[config.mk]
export PLATFORM = sky130hd
export DESIGN_NAME = bcfs_channel
export DESIGN_NICKNAME = d
export VERILOG_FILES = /design/src/inc/bcfs_pkg.sv /design/src/logic/bcfs_channel.sv /design/src/logic/bcfs_pwm_out.sv
export SDC_FILE = /design/constraint.sdc
export NUM_CORES = 2
export LEC_CHECK = 0
export ABC_CLOCK_PERIOD_IN_PS = 68100
export CELL_PAD_IN_SITES_DETAIL_PLACEMENT = 1
export CELL_PAD_IN_SITES_GLOBAL_PLACEMENT = 1
export CORE_AREA = 2 2 319 321
export CTS_CLUSTER_SIZE = 40
export DETAILED_ROUTE_END_ITERATION = 6
export DIE_AREA = 0 0 321 323
export DONT_BUFFER_PORTS = 1
export PLACE_DENSITY = 0.62
export SLEW_MARGIN = 20
export SYNTH_ARGS = -nofsm -noshare
export SYNTH_HDL_FRONTEND = slang
export SYNTH_SLANG_ARGS = --single-unit
[constraint.sdc]
create_clock -name CLK -period 68.1 [get_ports CLK]
set_input_delay 3.405 -clock CLK [delete_from_list [all_inputs] [get_ports CLK]]
set_output_delay 3.405 -clock CLK [all_outputs]
set_load 0.02 [all_outputs]
[src/inc/bcfs_pkg.sv]
// Package with types and constants for the buck channel fault sequencer.
package bcfs_pkg;

    localparam int    CLK_PERIOD_NS    = 20;
    localparam int    MID_DRIVE_NS     = 20;
    localparam int    MID_DRIVE_CYC    = (MID_DRIVE_NS + CLK_PERIOD_NS - 1)
                                         / CLK_PERIOD_NS;
    localparam int    PG_DELAY_MS      = 2;
    localparam int    PG_DELAY_CYC     = PG_DELAY_MS * 1000000 / CLK_PERIOD_NS;
    localparam int    OC_COUNT_LIMIT   = 7;
    localparam int    RETRY_RISE_MULT  = 7;
    localparam int    VW               = 12;
    localparam int    TW               = 24;
    localparam int    SS_MAX           = 12'hfff;

    typedef enum logic [1:0] {
        BCFS_PWM_LOW,
        BCFS_PWM_HIGH,
        BCFS_PWM_TRI
    } bcfs_pwm_t;

    typedef enum logic [2:0] {
        BCFS_OFF,
        BCFS_ON_WAIT,
        BCFS_SOFT,
        BCFS_RUN,
        BCFS_OFF_WAIT,
        BCFS_HICCUP,
        BCFS_LATCH
    } bcfs_state_t;

    // Channel configuration, normally from the management interface.
    typedef struct packed {
        logic          use_cmd;
        logic          use_pin;
        logic          use_vin;
        logic          is_slave;
        logic          oc_retry;
        logic          ov_tracking;
        logic          pg_no_delay;
        logic [TW-1:0] on_delay;
        logic [TW-1:0] off_delay;
        logic [TW-1:0] ss_time;
    } bcfs_cfg_t;

    // Digitised measurements and programmed limits.
    typedef struct packed {
        logic [VW-1:0] feedback_sense;
        logic [VW-1:0] reference;
        logic [VW-1:0] pg_window_floor;
        logic [VW-1:0] pg_window_ceiling;
        logic [VW-1:0] uv_threshold;
        logic [VW-1:0] ov_fixed_threshold;
        logic [VW-1:0] ov_track_threshold;
        logic [VW-1:0] current_peak;
        logic [VW-1:0] overcurrent_fault_threshold;
        logic [VW-1:0] overcurrent_warn_threshold;
        logic [VW-1:0] ext_temp;
        logic [VW-1:0] overtemp_fault_threshold;
        logic [VW-1:0] overtemp_warn_threshold;
        logic [VW-1:0] overtemp_hyst_threshold;
        logic [VW-1:0] vin;
        logic [VW-1:0] input_start_threshold;
        logic [VW-1:0] input_stop_threshold;
    } bcfs_meas_t;

    // Status flags, sticky until cleared by software; vin_uv follows the input.
    typedef struct packed {
        logic oc_warn;
        logic oc_fault;
        logic uv_fault;
        logic ov_fault;
        logic ot_warn;
        logic ot_fault;
        logic tsd_fault;
        logic vin_uv;
        logic ext_fault;
    } bcfs_status_t;

    localparam int STATUS_W = $bits(bcfs_status_t);

endpackage

[src/logic/bcfs_channel.sv]
// One buck channel: start/stop sequencing, power-good and fault handling.
`timescale 1ns/1ns
// What this block does
// - PWM high, low or tri-state drives switches.
// - Entering tri-state drives mid level 20 ns.
// - Command, pin or input voltage gates start.
// - Programmable turn-on and turn-off delays.
// - New turn-on only once fully off.
// - Pre-bias: switching waits ramp reaching feedback.
// - Power-good held low during soft-start.
// - Power-good rises 2 ms after window entry.
// - Power-good drops at once outside window.
// - Peak current over limit ends pulse.
// - Seven overcurrent events in row shut down.
// - Soft-start overcurrent only limits each cycle.
// - Overcurrent action latches or retries after 7 rises.
// - Slave channel uses channel-one overcurrent action.
// - Undervoltage tracks; overvoltage fixed or tracking.
// - Undervoltage shuts off, after soft-start, like overcurrent.
// - Overvoltage holds low side on, latched.
// - Fixed overvoltage always on; tracking after soft-start.
// - Only master channel checks output voltage faults.
// - External overtemperature stops, retries below hysteresis.
// - Die overtemperature stops, restarts with soft-start.
// - Input thresholds come from programmed settings.
// - Faults except overvoltage pull fault-share low; external low stops.
module bcfs_channel #(
    parameter int PG_DELAY_CYCLES = bcfs_pkg::PG_DELAY_CYC
) (
    input  wire logic                   CLK,
    input  wire logic                   RESET_N,
    input  wire logic                   CE,
    input  wire bcfs_pkg::bcfs_cfg_t    CFG,
    input  wire logic                   MASTER_OC_RETRY,
    input  wire bcfs_pkg::bcfs_meas_t   MEAS,
    input  wire logic                   ON_COMMAND,
    input  wire logic                   CHANNEL_CONTROL_PIN,
    input  wire logic                   PWM_CYCLE_START,
    input  wire logic                   PWM_DUTY_END,
    input  wire logic                   DIE_HOT,
    input  wire logic                   DIE_COOL,
    input  wire logic                   FAULT_SHARE_PIN_IN,
    input  wire bcfs_pkg::bcfs_status_t STATUS_CLEAR,
    output logic                        PWM_OUT,
    output logic                        PWM_OE,
    output logic                        PWM_MID,
    output logic                        POWER_GOOD_OUT,
    output logic                        FAULT_SHARE_PIN_OUT,
    output logic                        FAULT_SHARE_PIN_OE,
    output logic [bcfs_pkg::VW-1:0]     SS_REF,
    output logic                        SOFT_START_ACTIVE,
    output bcfs_pkg::bcfs_status_t      STATUS
);
    typedef struct packed {
        bcfs_pkg::bcfs_state_t  st;
        logic [bcfs_pkg::TW-1:0] cnt;
        logic [bcfs_pkg::TW-1:0] ss_cnt;
        logic [bcfs_pkg::VW-1:0] ss_ref;
        logic                   switching;
        logic [2:0]             oc_run;
        logic                   oc_seen;
        logic [23:0]            pg_cnt;
        logic                   pg;
        logic                   ov_latch;
        logic                   ot_hold;
        logic                   tsd_hold;
        logic                   pin_prev;
        logic                   cmd_prev;
        logic                   pulse_on;
        bcfs_pkg::bcfs_status_t status;
    } bcfs_ch_t;

    bcfs_ch_t s_r;
    bcfs_ch_t s_nxt;

    bcfs_pkg::bcfs_pwm_t pwm_level;
    logic                enable_req;
    logic                vin_ok;
    logic                oc_over;
    logic                oc_warn_over;
    logic                uv_now;
    logic                ov_now;
    logic                ov_armed;
    logic                in_window;
    logic                ot_now;
    logic                oc_retry_eff;
    logic                toggle;
    logic                shut_fault;
    logic                after_ss;
    logic [bcfs_pkg::VW-1:0] ov_thr;

    function automatic logic above(input logic [bcfs_pkg::VW-1:0] v,
                                   input logic [bcfs_pkg::VW-1:0] t);
        above = (v > t);
    endfunction

    assign after_ss     = (s_r.st == bcfs_pkg::BCFS_RUN);
    // Input UVLO with hysteresis from the two programmed levels.
    assign vin_ok       = s_r.status.vin_uv
                          ? above(MEAS.vin, MEAS.input_start_threshold)
                          : !above(MEAS.input_stop_threshold, MEAS.vin);
    assign enable_req   = (!CFG.use_cmd || ON_COMMAND)
                          && (!CFG.use_pin || CHANNEL_CONTROL_PIN)
                          && (!CFG.use_vin || vin_ok);
    assign oc_over      = above(MEAS.current_peak,
                                MEAS.overcurrent_fault_threshold);
    assign oc_warn_over = above(MEAS.current_peak,
                                MEAS.overcurrent_warn_threshold);
    assign ov_thr       = CFG.ov_tracking ? MEAS.ov_track_threshold
                                          : MEAS.ov_fixed_threshold;
    assign ov_armed     = !CFG.is_slave
                          && (!CFG.ov_tracking || after_ss);
    assign ov_now       = ov_armed && above(MEAS.feedback_sense, ov_thr);
    assign uv_now       = !CFG.is_slave && after_ss
                          && above(MEAS.uv_threshold,
                                   MEAS.feedback_sense);
    assign in_window    = !above(MEAS.pg_window_floor, MEAS.feedback_sense)
                          && !above(MEAS.feedback_sense,
                                    MEAS.pg_window_ceiling);
    assign ot_now       = above(MEAS.ext_temp, MEAS.overtemp_fault_threshold);
    assign oc_retry_eff = CFG.is_slave ? MASTER_OC_RETRY : CFG.oc_retry;
    assign toggle       = (s_r.pin_prev && !CHANNEL_CONTROL_PIN)
                          || (s_r.cmd_prev && !ON_COMMAND);
    assign shut_fault   = !FAULT_SHARE_PIN_IN || s_r.ot_hold
                          || s_r.tsd_hold || (CFG.use_vin && !vin_ok);

    always_comb
    begin
        s_nxt          = s_r;
        s_nxt.pin_prev = CHANNEL_CONTROL_PIN;
        s_nxt.cmd_prev = ON_COMMAND;

        // Sticky flags: a new event wins over a clear in the same cycle.
        s_nxt.status = s_r.status & ~STATUS_CLEAR;
        s_nxt.status.vin_uv = CFG.use_vin && !vin_ok;
        if (oc_warn_over)
            s_nxt.status.oc_warn = 1'b1;
        if (above(MEAS.ext_temp, MEAS.overtemp_warn_threshold))
            s_nxt.status.ot_warn = 1'b1;
        // Our own pull-down on the shared wire is not an external fault.
        if (!FAULT_SHARE_PIN_IN && !FAULT_SHARE_PIN_OE)
            s_nxt.status.ext_fault = 1'b1;

        // Over-temperature holds release on their own recovery levels.
        if (ot_now)
        begin
            s_nxt.ot_hold         = 1'b1;
            s_nxt.status.ot_fault = 1'b1;
        end
        else if (!above(MEAS.ext_temp, MEAS.overtemp_hyst_threshold))
        begin
            s_nxt.ot_hold = 1'b0;
        end
        if (DIE_HOT)
        begin
            s_nxt.tsd_hold         = 1'b1;
            s_nxt.status.tsd_fault = 1'b1;
        end
        else if (DIE_COOL)
        begin
            s_nxt.tsd_hold = 1'b0;
        end

        // Pulse gating: a pulse ends early on peak overcurrent.
        if (PWM_CYCLE_START)
        begin
            s_nxt.pulse_on = s_r.switching;
            s_nxt.oc_seen  = 1'b0;
        end
        else if (PWM_DUTY_END || oc_over)
        begin
            s_nxt.pulse_on = 1'b0;
        end
        if (oc_over && s_r.pulse_on)
            s_nxt.oc_seen = 1'b1;

        case (s_r.st)
            bcfs_pkg::BCFS_OFF:
            begin
                s_nxt.switching = 1'b0;
                s_nxt.ss_ref    = '0;
                s_nxt.oc_run    = 3'h0;
                if (enable_req && !shut_fault && !s_r.ov_latch)
                begin
                    s_nxt.st  = bcfs_pkg::BCFS_ON_WAIT;
                    s_nxt.cnt = CFG.on_delay;
                end
            end
            bcfs_pkg::BCFS_ON_WAIT:
            begin
                if (!enable_req || shut_fault)
                    s_nxt.st = bcfs_pkg::BCFS_OFF;
                else if (s_r.cnt == '0)
                begin
                    s_nxt.st     = bcfs_pkg::BCFS_SOFT;
                    s_nxt.ss_cnt = '0;
                end
                else
                    s_nxt.cnt = s_r.cnt - 1'b1;
            end
            bcfs_pkg::BCFS_SOFT, bcfs_pkg::BCFS_RUN:
            begin
                if (s_r.st == bcfs_pkg::BCFS_SOFT)
                begin
                    // Linear reference ramp toward the set point.
                    s_nxt.ss_cnt = s_r.ss_cnt + 1'b1;
                    s_nxt.ss_ref = bcfs_pkg::VW'(
                        ({12'h0, MEAS.reference} * s_r.ss_cnt)
                        / (CFG.ss_time | 24'h1));
                    if (!above(MEAS.feedback_sense, s_r.ss_ref))
                        s_nxt.switching = 1'b1;
                    if (s_r.ss_cnt >= CFG.ss_time)
                    begin
                        s_nxt.st     = bcfs_pkg::BCFS_RUN;
                        s_nxt.ss_ref = MEAS.reference;
                        s_nxt.switching = 1'b1;
                    end
                end
                // Counted overcurrent only outside soft-start.
                if (PWM_CYCLE_START && s_r.st == bcfs_pkg::BCFS_RUN)
                    s_nxt.oc_run = s_r.oc_seen ? s_r.oc_run + 3'h1
                                               : 3'h0;
                if (s_r.st == bcfs_pkg::BCFS_RUN && PWM_CYCLE_START
                    && s_r.oc_seen
                    && s_r.oc_run == 3'(bcfs_pkg::OC_COUNT_LIMIT - 1))
                begin
                    s_nxt.status.oc_fault = 1'b1;
                    s_nxt.st  = oc_retry_eff ? bcfs_pkg::BCFS_HICCUP
                                             : bcfs_pkg::BCFS_LATCH;
                    s_nxt.cnt = bcfs_pkg::TW'(bcfs_pkg::RETRY_RISE_MULT
                                              * CFG.ss_time);
                end
                else if (uv_now)
                begin
                    s_nxt.status.uv_fault = 1'b1;
                    s_nxt.st  = oc_retry_eff ? bcfs_pkg::BCFS_HICCUP
                                             : bcfs_pkg::BCFS_LATCH;
                    s_nxt.cnt = bcfs_pkg::TW'(bcfs_pkg::RETRY_RISE_MULT
                                              * CFG.ss_time);
                end
                else if (shut_fault)
                    s_nxt.st = bcfs_pkg::BCFS_OFF;
                else if (!enable_req)
                begin
                    s_nxt.st  = bcfs_pkg::BCFS_OFF_WAIT;
                    s_nxt.cnt = CFG.off_delay;
                end
            end
            bcfs_pkg::BCFS_OFF_WAIT:
            begin
                // Turn-on requests are ignored until fully off.
                if (shut_fault || s_r.cnt == '0)
                    s_nxt.st = bcfs_pkg::BCFS_OFF;
                else
                    s_nxt.cnt = s_r.cnt - 1'b1;
            end
            bcfs_pkg::BCFS_HICCUP:
            begin
                s_nxt.switching = 1'b0;
                if (s_r.cnt == '0)
                    s_nxt.st = bcfs_pkg::BCFS_OFF;
                else
                    s_nxt.cnt = s_r.cnt - 1'b1;
            end
            bcfs_pkg::BCFS_LATCH:
            begin
                s_nxt.switching = 1'b0;
                if (toggle)
                    s_nxt.st = bcfs_pkg::BCFS_OFF;
            end
            default:
                s_nxt.st = bcfs_pkg::BCFS_OFF;
        endcase

        if (s_nxt.st == bcfs_pkg::BCFS_OFF)
            s_nxt.switching = 1'b0;

        // Overvoltage latch overrides all, cleared only by a toggle.
        if (ov_now)
        begin
            s_nxt.ov_latch        = 1'b1;
            s_nxt.status.ov_fault = 1'b1;
            s_nxt.st              = bcfs_pkg::BCFS_OFF;
            s_nxt.switching       = 1'b0;
        end
        else if (toggle)
            s_nxt.ov_latch = 1'b0;

        // Power-good: low in soft-start, delayed rise, instant fall.
        if (s_r.st != bcfs_pkg::BCFS_RUN || !in_window)
        begin
            s_nxt.pg     = 1'b0;
            s_nxt.pg_cnt = '0;
        end
        else if (CFG.pg_no_delay
                 || s_r.pg_cnt >= 24'(PG_DELAY_CYCLES - 1))
            s_nxt.pg = 1'b1;
        else
            s_nxt.pg_cnt = s_r.pg_cnt + 24'h1;
    end

    always_ff @(posedge CLK or negedge RESET_N)
    begin
        if (!RESET_N)
        begin
            s_r          <= '0;
            s_r.st       <= bcfs_pkg::BCFS_OFF;
        end
        else if (CE)
        begin
            s_r <= s_nxt;
        end
    end

    always_comb
    begin
        if (s_r.ov_latch)
            pwm_level = bcfs_pkg::BCFS_PWM_LOW;
        else if (!s_r.switching)
            pwm_level = bcfs_pkg::BCFS_PWM_TRI;
        else
            pwm_level = s_r.pulse_on ? bcfs_pkg::BCFS_PWM_HIGH
                                     : bcfs_pkg::BCFS_PWM_LOW;
    end

    bcfs_pwm_out u_pwm (
        .clk     (CLK),
        .reset_n (RESET_N),
        .ce      (CE),
        .level   (pwm_level),
        .pin_out (PWM_OUT),
        .pin_oe  (PWM_OE),
        .pin_mid (PWM_MID)
    );

    // Open-drain fault share: drive low on temperature holds, input UV, hiccup or latch; not on overvoltage.
    assign FAULT_SHARE_PIN_OUT = 1'b0;
    assign FAULT_SHARE_PIN_OE  = s_r.ot_hold || s_r.tsd_hold
                                 || s_r.status.vin_uv
                                 || s_r.st == bcfs_pkg::BCFS_HICCUP
                                 || s_r.st == bcfs_pkg::BCFS_LATCH;
    assign POWER_GOOD_OUT      = s_r.pg;
    assign SS_REF              = s_r.ss_ref;
    assign SOFT_START_ACTIVE   = (s_r.st == bcfs_pkg::BCFS_SOFT);
    assign STATUS              = s_r.status;
endmodule

[src/logic/bcfs_pwm_out.sv]
// Three-level PWM pin driver with a mid-level pulse before float.
`timescale 1ns/1ns
module bcfs_pwm_out (
    input  wire logic               clk,
    input  wire logic               reset_n,
    input  wire logic               ce,
    input  wire bcfs_pkg::bcfs_pwm_t level,
    output logic                    pin_out,
    output logic                    pin_oe,
    output logic                    pin_mid
);
    typedef struct packed {
        bcfs_pkg::bcfs_pwm_t prev;
        logic [3:0]          mid_cnt;
        logic                out;
        logic                oe;
        logic                mid;
    } bcfs_po_t;

    bcfs_po_t s_r;
    bcfs_po_t s_nxt;

    always_comb
    begin
        s_nxt      = s_r;
        s_nxt.prev = level;
        if (level == bcfs_pkg::BCFS_PWM_TRI)
        begin
            // Entering tri-state: drive mid level briefly, then release.
            if (s_r.prev != bcfs_pkg::BCFS_PWM_TRI)
            begin
                s_nxt.mid_cnt = 4'(bcfs_pkg::MID_DRIVE_CYC);
            end
            else if (s_r.mid_cnt != 4'h0)
            begin
                s_nxt.mid_cnt = s_r.mid_cnt - 4'h1;
            end
            s_nxt.mid = (s_nxt.mid_cnt != 4'h0);
            s_nxt.oe  = s_nxt.mid;
            s_nxt.out = 1'b0;
        end
        else
        begin
            s_nxt.mid_cnt = 4'h0;
            s_nxt.mid     = 1'b0;
            s_nxt.oe      = 1'b1;
            s_nxt.out     = (level == bcfs_pkg::BCFS_PWM_HIGH);
        end
    end

    always_ff @(posedge clk or negedge reset_n)
    begin
        if (!reset_n)
        begin
            s_r <= '{bcfs_pkg::BCFS_PWM_TRI, 4'h0, 1'b0, 1'b0, 1'b0};
        end
        else if (ce)
        begin
            s_r <= s_nxt;
        end
    end

    assign pin_out = s_r.out;
    assign pin_oe  = s_r.oe;
    assign pin_mid = s_r.mid;
endmodule
# Word-level counts from Yosys, hierarchy flattened
# Index checks and enable logic that the tools add are counted.
# W data, S select, Z words.
[classes]
n_addsub = 5
n_mul = 2
n_div = 1
order_cmp = 14
n_eq_ne = 23
muxes = 65
n_bitwise = 2
n_reduce_logical = 79
[op_table]
columns = ["operator", "count"]
rows = [
  ["$gt A12 B12 Y1", 12],
  ["$mux W24", 5],
  ["$pmux W24 S5", 1],
  ["$mux W27", 4],
  ["$add A24 B1 Y24 const B", 2],
  ["$mux W48", 1],
  ["$pmux W24 S2", 1],
  ["$mux W37", 1],
  ["$mux W3", 11],
  ["$mux W1", 26],
  ["$mux W25", 1],
  ["$div A24 B24 Y24", 1],
  ["$ge A24 B17 Y1 const B", 1],
  ["$ge A24 B24 Y1", 1],
  ["$logic_not A24 Y1", 1],
  ["$mul A12 B24 Y24", 1],
  ["$mul A3 B24 Y24 const A", 1],
  ["$pmux W12 S2", 1],
  ["$sub A24 B1 Y24 const B", 1],
  ["$ne A2 B2 Y1 const B", 9],
  ["$pmux W3 S6", 1],
  ["$logic_and A1 B1 Y1", 17],
  ["$logic_not A1 Y1", 17],
  ["$logic_or A1 B1 Y1", 17],
  ["30 further kinds", 57],
]
[word_totals]
regBits = 117
inputBits = 303
output_inout_bits = 28
elab_cells = 220

# Depth between registers and ports, before layout
[logic_depth]
depth_word = 14
depth_mapped = 288
depth_no_buf = 267

# Cells and area by module
# Synthesis repeated with hierarchy kept, for this count alone.
[hier_totals]
cells_unflattened = 4602
area_unflattened_um2 = 35044.9
[modules_own_cells]
columns = ["module", "instances", "cells_per_inst", "area_per_inst_um2", "seq_area_each_um2"]
rows = [
  ["bcfs_channel", 1, 4548, 34523.1, 2702.6],
  ["bcfs_pwm_out", 1, 54, 521.8, 226.5],
]

# Worst setup path after synthesis
# No wires, ideal clock.
[synth_path]
kind = "in2reg"
from = "input port MEAS[185] (netlist bit)"
to = "register s_r (netlist bit SS_REF[0])"
setup_ps = 126
arrival_ps = 55971
required_time_ps = 67974
slack_ps = 12004
cell_stages = 261
n_path_buf = 23
path_cell_list = "clkbuf_1 buf_1 nand2_1 fa_1 fa_1 inv_1 fa_1 fa_1 inv_1 fa_1 inv_1 ha_1 buf_2 a21oi_2 o21ai_2 or4b_1 and4b_1 buf_2 [... 225 more ...] nor3_1 clkbuf_1 xnor2_1 ha_1 a31o_2 a21o_1 a21oi_1 nor2b_1 o21ai_0 nand2b_1 a21o_1 a21oi_1 o21ai_0 a21o_1 a21oi_1 o211ai_1 a211oi_1 o31ai_1"
[synth_between]
elab_chain_len = 5
[synth_lines]
columns = ["element", "line", "rtl"]
rows = [
  ["start, declared", "bcfs_channel.sv:35", "input wire bcfs_pkg::bcfs_meas_t MEAS,"],
  ["$mul A12 B24 Y24", "bcfs_channel.sv:208", "({12'h0, MEAS.reference} * s_r.ss_cnt)"],
  ["$div A24 B24 Y24", "bcfs_channel.sv:209", "/ (CFG.ss_time | 24'h1));"],
  ["$mux W13", "bcfs_channel.sv:212", "if (s_r.ss_cnt >= CFG.ss_time)"],
  ["$mux W37", "bcfs_channel.sv:203", "if (s_r.st == bcfs_pkg::BCFS_SOFT)"],
  ["$pmux W12 S2", "bcfs_channel.sv:177", "case (s_r.st)"],
  ["end signal, assigned", "bcfs_channel.sv:311", "s_r <= s_nxt;"],
  ["end, declared", "bcfs_channel.sv:73", "bcfs_ch_t s_r;"],
]
# Every way passes these cells. The select of a mux whose other input is x is not followed.
# A chain may end at the register's enable or synchronous reset.

# Final worst setup path
[layout_path]
from = "input port MEAS[188] (netlist bit)"
to = "register s_r (netlist bit SS_REF[0])"
# The elaborated chain is that of the path after synthesis.

==> results_dict.tcl <==
set metrics [dict create \
    period_needed_ns 63.80 \
    avgSynthCellArea_um2 7.57 \
    r2r.worst_path.cells 244 \
    syn_area_um2 34900 \
    die_w_um 321 \
    area_growth_pct 6.42 \
    synth_most_common_cell "ha_1" \
    reg2reg_from "s_r[57]" \
    outcome "finished clean" \
    hp-class "flip-flop to flip-flop" \
    core_area_um2 101000 \
    seq_area_um2 2930 \
    htreeDepth 4 \
    synth-seq-area-share 0.0839 \
    clk-insertion-delay-late_ns 0.44 \
    cts-root-buf "clkbuf_16" \
    ir_worst_vdd_v 0.0000144 \
    ys_ff_latch 117 \
    num_rows 117 \
    grt_pass1_vias 34200 \
    nFillCells 12400 \
    drc 0 \
    finalClockSkew_ns 0.00990 \
    ys_warn_count 0 \
    slew_headroom 0.209 \
    start_util 0.347 \
    synth_top_area_frac 0.192 \
    ant_nets 0 \
    clock-sinks 117 \
    postCtsHoldBufs 0 \
    vias 33500 \
    final_cells 5854 \
    ios 331 \
    cts_buffers 17 \
    p_leak_nw 18.1 \
    antenna_found_initial 10 \
    tns_ns 0 \
    drive_above_1_share 0.0575 \
    power.density_nw_per_um2 14.0 \
    chipHeight_um 323 \
    holdWs_ns 0.510 \
    finalSetupViolations 0 \
    io_buffers 0 \
    max_freq_mhz 15.7 \
    power_w 0.000520 \
    slowest_stage "and2_1" \
    crit_path_end_kind "flip-flop" \
    startpoint "MEAS[188]" \
    critPathMaxFanout 22 \
    final_max_slew_viol_count 0 \
    holdPathStages 2 \
    synthCells 4611 \
    cp.required_ns 68.41 \
    grt_use_total 0.247 \
    post_drt_via_cell_ratio 5.73 \
    cts_tree "yes" \
    grt_pass1_wl_mm 202 \
    hold_viol 0 \
    multi_input_area_um2 29600 \
    dp_hpwl_mm 107 \
    placedCellCount 5817 \
    cts_buffer_depth 2 \
    async_flop_share 1.00 \
    synth_area_leaders "ha_1 19%, fa_1 10%, dfrtp_1 8.3%, xnor2_1 5.3%, nand2_1 5.2%" \
    ys.flop_type "dfrtp_1" \
    timing.final.crit_share 0.937 \
    worstHoldStart "u_pwm.s_r[8]" \
    wl_per_cell_um 22.2 \
    clk_pin_slew_ns 0.06 \
    drt-initial-drc-count 1949 \
    worstSetupPathType "primary input to flip-flop" \
    die_area_um2 104000 \
    routed_wl_mm 130 \
    tightest_slew_ns 1.16 \
    synthTopCellsByCount "535 x ha_1, 488 x nand2_1, 474 x inv_1" \
    post_cts_buffers 0 \
    netlist.top_cell.by_area "ha_1" \
    dr.pass1.iters 5 \
    grt_max_degree 118 \
    drv_cap 0 \
    worstSetupStartpointType "primary input" \
    critPathArrivalTime_ns 64.11 \
    grt-ovfl-total 0 \
    cts.repair.resized 0 \
    nNetsFinal 5547 \
    ys_types 102 \
    synth-edff-count 0 \
    cp_common_cell "ha_1" \
    utilization 0.369 \
    syn-num-nets 5631 \
    max_stage_delay_ns 0.76 \
    place.gp.congestion 0.892 \
]
per-layer routing:
layer / track usage / share of wire
met5: 0 / 0.00010
met3: 0.0288 / 0.043
met2: 0.430 / 0.48
met1: 0.331 / 0.46
met4: 0.0436 / 0.015
where the power goes:
group	total (W)	internal, W	switching [W]
clock network	0.0000957	0.0000623	0.0000334
registers	0.0000852	0.0000756	0.00000963
logic	0.000339	0.000142	0.000197
worst max-delay path, delay by kind of cell:
family | cells | cell delay, ns
AO/OA/AOI/OAI | 124 | 29.92
XOR/XNOR | 4 | 0.66
adder cells (fa/ha/maj) | 30 | 10.69
buffers and inverters | 16 | 2.03
multiplexers | 4 | 1.29
AND/OR/NAND/NOR | 67 | 16.03
final cells by class:
class	count	area share
clock buffers	20	0.0123
flip-flops and latches	117	0.0789
clock inverters	10	0.00418
multi-input cells	3843	0.797
repair buffers	74	0.0153
diodes	7	0.000472
inverters	474	0.0479
well taps	1309	0.0441
flip-flops by register name (all words and copies together) (netlist names):
register / count
POWER_GOOD_OUT: 1
SS_REF: 12
STATUS: 9
s_r: 86
u_pwm.pin_mid: 1
u_pwm.pin_oe: 1
u_pwm.pin_out: 1
u_pwm.s_r: 6
per-stage QoR:
step / setup slack, ns / area, µm²
floorplan: 12.00 / 34900
global placement: 2.39 / 36400
detailed placement: 1.92 / 36400
CTS: 2.05 / 37000
global route: -0.00590 / 37100
finish: 4.30 / 37100
kinds of logic after synthesis:
group                      count (synthesis)  share of synthesized area
DFF                                      117                     0.0839
xor gates and xnor gates                 324                     0.0819
adders and majority gates                717                      0.296
muxes                                     94                     0.0288
and+or+nand+nor                         1509                      0.207
AOI/OAI and AO/OA                       1198                      0.229
buffers and inverters                    651                     0.0731
other                                      1                   0.000107
cell usage in the layout, fill, tap and decap left out, types with 31 or more instances in the layout:
master    netlist  final
a21o_1        157    156
a21oi_1       284    283
a31oi_1        52     51
and2_1         95     94
and3_1         38     38
buf_4          22     73
dfrtp_1       116    116
fa_1          182    182
ha_1          535    535
inv_1         474    474
mux2_2         50     50
mux2i_1        44     44
nand2_1       488    487
nand2b_1       42     42
nand3_1       105    105
nand4_1        95     95
nor2_1        362    357
nor2b_1        62     62
nor3_1         81     78
o21a_1         54     54
o21ai_0       263    262
o21bai_1       46     44
o31ai_1        36     36
or3_1          31     31
xnor2_1       213    213
xor2_1        109    109
path summary, 6_finish.rpt:
check,endpoint,slack [ns]
hold / removal,u_pwm.s_r[8],0.51
min in group asynchronous,s_r[89],2.66
max in group asynchronous,u_pwm.s_r[8],65.12
setup / recovery,SS_REF[0],4.30
hold reg to reg,u_pwm.s_r[8],0.51
setup reg to reg,SS_REF[0],6.42
Power figures use the tool's default switching activity.
